File: src/lvadc_consts.svh
// offsets, field positions, reset values and timing counts of the led voltage converter control
// assumes inclusion by bare name from the control module only
`ifndef LVADC_CONSTS_SVH
`define LVADC_CONSTS_SVH

`define LVADC_ADDR_MON      8'h30
`define LVADC_ADDR_DLY      8'h31

`define LVADC_MON_CODE_MSB  3
`define LVADC_MON_MAN_BIT   4
`define LVADC_MON_SHDN_BIT  5
`define LVADC_MON_DONE_BIT  6
`define LVADC_DLY_NODLY_BIT 5
`define LVADC_DLY_CODE_MSB  4

`define LVADC_RST_CODE      4'h0
`define LVADC_RST_MAN       1'b0
`define LVADC_RST_SHDN      1'b0
`define LVADC_RST_DONE      1'b0
`define LVADC_RST_NODLY     1'b0
`define LVADC_RST_DCODE     5'h00

`define LVADC_STEP_US       250
`define LVADC_CLK_MHZ       100
`define LVADC_STEP_CYCLES   (`LVADC_STEP_US * `LVADC_CLK_MHZ)

`endif

File: src/lvadc_pkg.sv
// types shared by the led voltage converter control
// assumes lvadc_consts.svh is on the include path
package lvadc_pkg;
   typedef logic [3:0] lvadc_code_t;
   typedef logic [4:0] lvadc_dcode_t;

   typedef enum logic [1:0] {
      LVADC_IDLE = 2'b00,
      LVADC_WAIT = 2'b01,
      LVADC_CONV = 2'b10
   } lvadc_state_e;

   // max keeps monotonic order of both channel codes
   function automatic lvadc_code_t lvadc_higher(input lvadc_code_t a, input lvadc_code_t b);
      lvadc_higher = (a > b) ? a : b;
   endfunction
endpackage

File: src/lvadc_ctrl.sv
// led forward voltage converter control: monitor and start delay registers, trigger and sequencing
// assumes an internal register port from the serial slave, an asynchronous flash pin and analogue converter
`timescale 1ns/100ps
`default_nettype none
`include "lvadc_consts.svh"
module lvadc_ctrl #(
   parameter int unsigned P_STEP_CYCLES = `LVADC_STEP_CYCLES
) (
   input  wire logic                   i_clk_sys,
   input  wire logic                   i_sys_rst,
   input  wire logic [7:0]             i_reg_addr,
   input  wire logic                   i_reg_wr,
   input  wire logic [7:0]             i_reg_wdata,
   input  wire logic                   i_reg_rd,
   output logic      [7:0]             o_reg_rdata,
   input  wire logic                   i_flash_pulse,
   input  wire logic                   i_conv_ready,
   input  wire lvadc_pkg::lvadc_code_t i_led1_code,
   input  wire lvadc_pkg::lvadc_code_t i_led2_code,
   output logic                        o_conv_start,
   output logic                        o_conv_shutdown,
   output logic                        o_conv_done
);
   import lvadc_pkg::*;

   lvadc_state_e  state_q;
   lvadc_code_t   result_q;
   lvadc_dcode_t  dcode_q;
   logic          man_q;
   logic          shdn_q;
   logic          done_q;
   logic          nodly_q;
   logic          fl_s1_q, fl_s2_q, fl_s3_q;
   logic          rd_s1_q, rd_s2_q, rd_s3_q;
   lvadc_code_t   led1_s1_q, led1_s2_q;
   lvadc_code_t   led2_s1_q, led2_s2_q;
   logic          tmr_expire;

   // pin inputs: two flops, then edge detect on the second and third
   always_ff @(posedge i_clk_sys) begin
      if (i_sys_rst) begin
         fl_s1_q <= 1'b0;
         fl_s2_q <= 1'b0;
         fl_s3_q <= 1'b0;
         rd_s1_q <= 1'b0;
         rd_s2_q <= 1'b0;
         rd_s3_q <= 1'b0;
         led1_s1_q <= 4'h0;
         led1_s2_q <= 4'h0;
         led2_s1_q <= 4'h0;
         led2_s2_q <= 4'h0;
      end else begin
         fl_s1_q <= i_flash_pulse;
         fl_s2_q <= fl_s1_q;
         fl_s3_q <= fl_s2_q;
         rd_s1_q <= i_conv_ready;
         rd_s2_q <= rd_s1_q;
         rd_s3_q <= rd_s2_q;
         // codes ride the same two flops as ready, so they line up at finish
         led1_s1_q <= i_led1_code;
         led1_s2_q <= led1_s1_q;
         led2_s1_q <= i_led2_code;
         led2_s2_q <= led2_s1_q;
      end
   end

   logic wr_mon, wr_dly, rd_mon, flash_rise, man_req, trig, finish, shdn_now;
   assign wr_mon     = i_reg_wr && (i_reg_addr == `LVADC_ADDR_MON);
   assign wr_dly     = i_reg_wr && (i_reg_addr == `LVADC_ADDR_DLY);
   assign rd_mon     = i_reg_rd && (i_reg_addr == `LVADC_ADDR_MON);
   assign flash_rise = fl_s2_q && !fl_s3_q;
   // a write that sets manual enable is the on-demand request
   assign man_req    = wr_mon && i_reg_wdata[`LVADC_MON_MAN_BIT];
   assign shdn_now   = shdn_q || (wr_mon && i_reg_wdata[`LVADC_MON_SHDN_BIT]);
   // triggers while busy are dropped, not queued
   assign trig       = (flash_rise || man_req) && !shdn_now && (state_q == LVADC_IDLE);
   assign finish     = (state_q == LVADC_CONV) && rd_s2_q && !rd_s3_q;

   // control registers
   always_ff @(posedge i_clk_sys) begin
      if (i_sys_rst) begin
         man_q   <= `LVADC_RST_MAN;
         shdn_q  <= `LVADC_RST_SHDN;
         nodly_q <= `LVADC_RST_NODLY;
         dcode_q <= `LVADC_RST_DCODE;
      end else begin
         if (wr_mon) begin
            man_q  <= i_reg_wdata[`LVADC_MON_MAN_BIT];
            shdn_q <= i_reg_wdata[`LVADC_MON_SHDN_BIT];
         end
         if (wr_dly) begin
            nodly_q <= i_reg_wdata[`LVADC_DLY_NODLY_BIT];
            dcode_q <= i_reg_wdata[`LVADC_DLY_CODE_MSB:0];
         end
      end
   end

   // sequencer
   always_ff @(posedge i_clk_sys) begin
      if (i_sys_rst) begin
         state_q      <= LVADC_IDLE;
         o_conv_start <= 1'b0;
      end else begin
         o_conv_start <= 1'b0;
         unique case (state_q)
            LVADC_IDLE: begin
               if (trig) begin
                  if (nodly_q) begin
                     state_q      <= LVADC_CONV;
                     o_conv_start <= 1'b1;
                  end else begin
                     state_q <= LVADC_WAIT;
                  end
               end
            end
            LVADC_WAIT: begin
               if (shdn_now) begin
                  state_q <= LVADC_IDLE;
               end else if (tmr_expire) begin
                  state_q      <= LVADC_CONV;
                  o_conv_start <= 1'b1;
               end
            end
            LVADC_CONV: begin
               if (shdn_now || finish) begin
                  state_q <= LVADC_IDLE;
               end
            end
            default: state_q <= LVADC_IDLE;
         endcase
      end
   end

   lvadc_delay_timer #(
      .P_STEP_CYCLES (P_STEP_CYCLES)
   ) u_timer (
      .i_clk_sys (i_clk_sys),
      .i_sys_rst (i_sys_rst),
      .i_start   (trig && !nodly_q),
      .i_abort   (shdn_now),
      .i_steps   (dcode_q),
      .o_expire  (tmr_expire)
   );

   // done flag: finishing wins over a read clear in the same cycle
   always_ff @(posedge i_clk_sys) begin
      if (i_sys_rst) begin
         done_q   <= `LVADC_RST_DONE;
         result_q <= `LVADC_RST_CODE;
      end else if (finish) begin
         done_q   <= 1'b1;
         result_q <= lvadc_higher(led1_s2_q, led2_s2_q);
      end else if (trig || rd_mon) begin
         done_q <= 1'b0;
      end
   end

   always_ff @(posedge i_clk_sys) begin
      if (i_sys_rst) begin
         o_reg_rdata     <= 8'h00;
         o_conv_shutdown <= `LVADC_RST_SHDN;
         o_conv_done     <= `LVADC_RST_DONE;
      end else begin
         o_conv_shutdown <= shdn_q;
         o_conv_done     <= done_q;
         if (i_reg_rd) begin
            unique case (i_reg_addr)
               `LVADC_ADDR_MON: o_reg_rdata <= {1'b0, done_q, shdn_q, man_q, result_q};
               `LVADC_ADDR_DLY: o_reg_rdata <= {2'b00, nodly_q, dcode_q};
               default:         o_reg_rdata <= 8'h00;
            endcase
         end
      end
   end

   // helper logic for checks only
   logic [31:0]  wait_cnt_q;
   lvadc_dcode_t wait_code_q;
   always_ff @(posedge i_clk_sys) begin
      if (i_sys_rst) begin
         wait_cnt_q  <= 32'h0000_0000;
         wait_code_q <= 5'h00;
      end else if (trig) begin
         wait_cnt_q  <= 32'h0000_0000;
         wait_code_q <= dcode_q;
      end else if (state_q == LVADC_WAIT) begin
         wait_cnt_q <= wait_cnt_q + 32'h0000_0001;
      end
   end
endmodule
`default_nettype wire

File: src/lvadc_delay_timer.sv
// start delay timer: (steps + 1) periods of P_STEP_CYCLES clocks, then a one-cycle expire pulse
// assumes i_start and i_abort come from logic on the same clock
`timescale 1ns/100ps
`default_nettype none
module lvadc_delay_timer #(
   parameter int unsigned P_STEP_CYCLES = 25000
) (
   input  wire logic                i_clk_sys,
   input  wire logic                i_sys_rst,
   input  wire logic                i_start,
   input  wire logic                i_abort,
   input  wire lvadc_pkg::lvadc_dcode_t i_steps,
   output logic                     o_expire
);
   import lvadc_pkg::*;

   logic [31:0]   cyc_q;
   lvadc_dcode_t  step_q;
   logic          run_q;

   always_ff @(posedge i_clk_sys) begin
      if (i_sys_rst || i_abort) begin
         cyc_q    <= 32'h0000_0000;
         step_q   <= 5'h00;
         run_q    <= 1'b0;
         o_expire <= 1'b0;
      end else if (i_start) begin
         cyc_q    <= 32'h0000_0000;
         step_q   <= i_steps;
         run_q    <= 1'b1;
         o_expire <= 1'b0;
      end else if (run_q) begin
         o_expire <= 1'b0;
         if (cyc_q == 32'(P_STEP_CYCLES - 1)) begin
            cyc_q <= 32'h0000_0000;
            if (step_q == 5'h00) begin
               run_q    <= 1'b0;
               o_expire <= 1'b1;
            end else begin
               step_q <= step_q - 5'h01;
            end
         end else begin
            cyc_q <= cyc_q + 32'h0000_0001;
         end
      end else begin
         o_expire <= 1'b0;
      end
   end
endmodule
`default_nettype wire

File: config.mk
export PLATFORM = sky130hd
export DESIGN_NAME = lvadc_ctrl
export DESIGN_NICKNAME = d
export VERILOG_FILES = /design/src/lvadc_pkg.sv /design/src/lvadc_ctrl.sv /design/src/lvadc_delay_timer.sv
export VERILOG_INCLUDE_DIRS = /design/src
export SDC_FILE = /design/constraint.sdc
export NUM_CORES = 1
export LEC_CHECK = 0
export BUFFER_PORTS_ARGS = -buffer_cell sky130_fd_sc_hd__buf_2
export CAP_MARGIN = 20
export CORE_MARGIN = 8
export CORE_UTILIZATION = 31
export DETAILED_ROUTE_END_ITERATION = 6
export SLEW_MARGIN = 10
export SYNTH_ARGS = -nofsm -noshare
export SYNTH_HDL_FRONTEND = slang
export SYNTH_SLANG_ARGS = --single-unit
File: constraint.sdc
create_clock -name i_clk_sys -period 1.8 [get_ports i_clk_sys]
set_input_delay 0.18 -clock i_clk_sys [delete_from_list [all_inputs] [get_ports i_clk_sys]]
set_output_delay 0.18 -clock i_clk_sys [all_outputs]
set_load 0.05 [all_outputs]
==> impl_metrics.yaml <==
run_status:
  outcome: "finished with violations"
  violations: "setup timing"
synth:
  synth_xor_area_share_pct: 7.30
  synth-simple-area-share_pct: 28.6
  yosys_warnings: 0
  synth_mux_area_share_pct: 3.13
  synth_top_family_by_area: "simple AND/OR/NAND/NOR gates"
  synth-seq-cells: 86
  synth_nets: 460
  yosysMostFrequentCell: "dfxtp_1"
  synth_cell_types: 50
  ys.flop_type: "dfxtp_1"
  synth_fa_ha_area_share_pct: 2.36
  avgSynthCellArea_sq_um: 8.79
  yosys-top-cells-area: "dfxtp_1, xnor2_1, nor2_1, nor2b_1, nand2_1"
  synth_enable_flop_cells: 0
  netlist_instances: 423
  synth_largest_area_cell: "dfxtp_1"
  async_flop_share_pct: 0
  syn_area_sq_um: 3720
  synth_top_area_share_pct: 46.3
  synth-seq-area-share_pct: 46.3
  synth_compound_area_share_pct: 7.40
  synth_common_cells: "dfxtp_1, nor2_1, nand2_1, nor2b_1, xnor2_1"
sta:
  tns_ps: -2470
  min_period_ps: 1900
  fmax_mhz: 525
  setup_slack_ps: -105
  rsz0062_at_grt: "yes"
  timing.final.crit_share_pct: 106
  final_max_slew_viol_count: 0
  clock_skew_ps: 7.51
  finalSetupViolCount: 31
  hold_viol: 0
clock_network:
  cts_tree: "done"
  clockBufferDepth: 2
  cts-htree-levels: 3
  clkSinkCount: 86
  numCtsBuffers: 9
  clock_latency_ps: 350
  path_clk_slew_ps: 70
  cts_hold_buf: 0
  cts_root_buf: "clkbuf_16"
setup_path:
  worstPathMaxFanout: 7
  cp.arrival_ps: 2140
  crit_path_end_kind: "flop"
  cp-start-kind: "flop"
  path_class: "flop to flop"
  cp.required_ps: 2030
power_and_ir_drop:
  vdd_drop_max_mv: 0.539
  leakage_nw: 1.90
  powerDensity_nw_per_um2: 804
routing:
  wl_per_cell_um: 13.3
  drt_iter0_markers: 139
  via_per_inst: 4.80
  routed_wirelength_mm: 8.84
  postRouteAntennaNets: 0
  drc: 0
  via_count: 3199
  dr.pass1.iters: 5
floorplan:
  coreArea_sq_um: 11900
  rows: 40
  die_w_um: 126
  die_height_um: 126
  dieArea_sq_um: 15800
  num_io_pins: 41
  start_util_pct: 31.4
cells_and_area:
  drive_gt1_share_pct: 31.7
  antenna_cells: 0
  num-nets-final: 552
  area_growth_pct: 36.6
  final_cells: 667
flow_run:
  maxCapViolations: 0
grt:
  first_global_vias: 3157
  grt_antenna_before_repair: 0
  grt_overflow: 0
  grt_max_degree: 45
  grt_usage_pct: 10.9
  grt_pass1_wl_mm: 14.4
placed_design:
  port_buffers: 37
  pre_cts_slack_ps: -186
  place.gp.congestion: 0.811
  dp.cells: 644
  dp_hpwl_mm: 5.96
min_path:
  holdCritPathClass: "input port to flop"
## final timing paths
kind                    start                end  slack [ps]  cells after the start
max reg2reg  u_timer.cyc_q[0]  u_timer.cyc_q[26]        -100                      8
max          u_timer.cyc_q[0]  u_timer.cyc_q[26]        -100                      8
min            i_led2_code[2]       led2_s1_q[2]          40                      2
min reg2reg      led2_s1_q[2]       led2_s2_q[2]         440                      1
## cell type report
cell class | instances | area, sq um
multi-input cells | 296 | 2060
well taps | 147 | 184
repair buffers | 100 | 726
inverters | 22 | 82.6
clock inverters | 7 | 68.8
fillers | 1122 | 6780
flip-flops and latches | 86 | 1730
clock buffers | 9 | 225
## power by group
group | internal, mW | leakage, nW | total [mW] | switching (mW)
sequential | 1.93 | 0.702 | 1.95 | 0.0171
combinational | 0.147 | 1.05 | 0.297 | 0.150
clock | 0.982 | 0.147 | 1.84 | 0.856
## flip-flops by register name, summed over array words and instances (netlist names), 5 cells and up
| signal | count |
|---|---|
| dcode_q | 5 |
| o_reg_rdata | 7 |
| u_timer.step_q | 5 |
| u_timer.cyc_q | 32 |
## layout by cell type, fill, tap and decap left out, types with 20 or more instances in the layout
master / count
buf_4: 57
nor2b_1: 29
buf_2: 37
a21oi_1: 21
xnor2_1: 25
nor3_1: 20
dfxtp_1: 78
nand2_1: 31
nor2_1: 42
inv_1: 22
## kinds of logic after synthesis
family / after synthesis
muxes: 11
AOI/OAI and AO/OA: 44
buffers and inverters: 41
and+or+nand+nor: 202
adders and majority gates: 7
DFF: 86
other: 1
xor gates and xnor gates: 31
## through the flow
stage / power [mW] / hold WS [ps] / utilization (%) / cell area, sq um
after floorplan: 2.14 / 308 / - / 3720
after global placement: 2.21 / 387 / 37.3 / 4430
after detailed placement: 2.22 / 396 / 37.3 / 4430
after CTS: 4.09 / 26.1 / 40.8 / 4840
after global routing: 4.25 / 30.6 / 42.8 / 5080
final: 4.09 / 42.5 / 42.8 / 5080
## per-layer routing
layer	GRT usage, %	vias up	part of all wire (%)
li1	-	1625	-
met1	12.7	1497	46
met2	18.2	68	49
met3	4.25	9	4.3
met4	2.65	0	0.93
met5	0	-	0
## what timing repair did
action	4_1_cts	5_1_grt
pin swaps	9	19
setup buffers	0	4
setup endpoints to repair	41	40
cloned	0	3
gates resized for setup	21	35
## critical path, cell delays in order (launching register included)
cell	delay (ps)
dfxtp_2	350
ha_4	150
nor4b_4	180
nand4_1	220
or2_4	320
o211ai_4	210
buf_12	150
clkbuf_16	160
nor2_2	40
No activity file was read; power rests on OpenSTA's default activity.
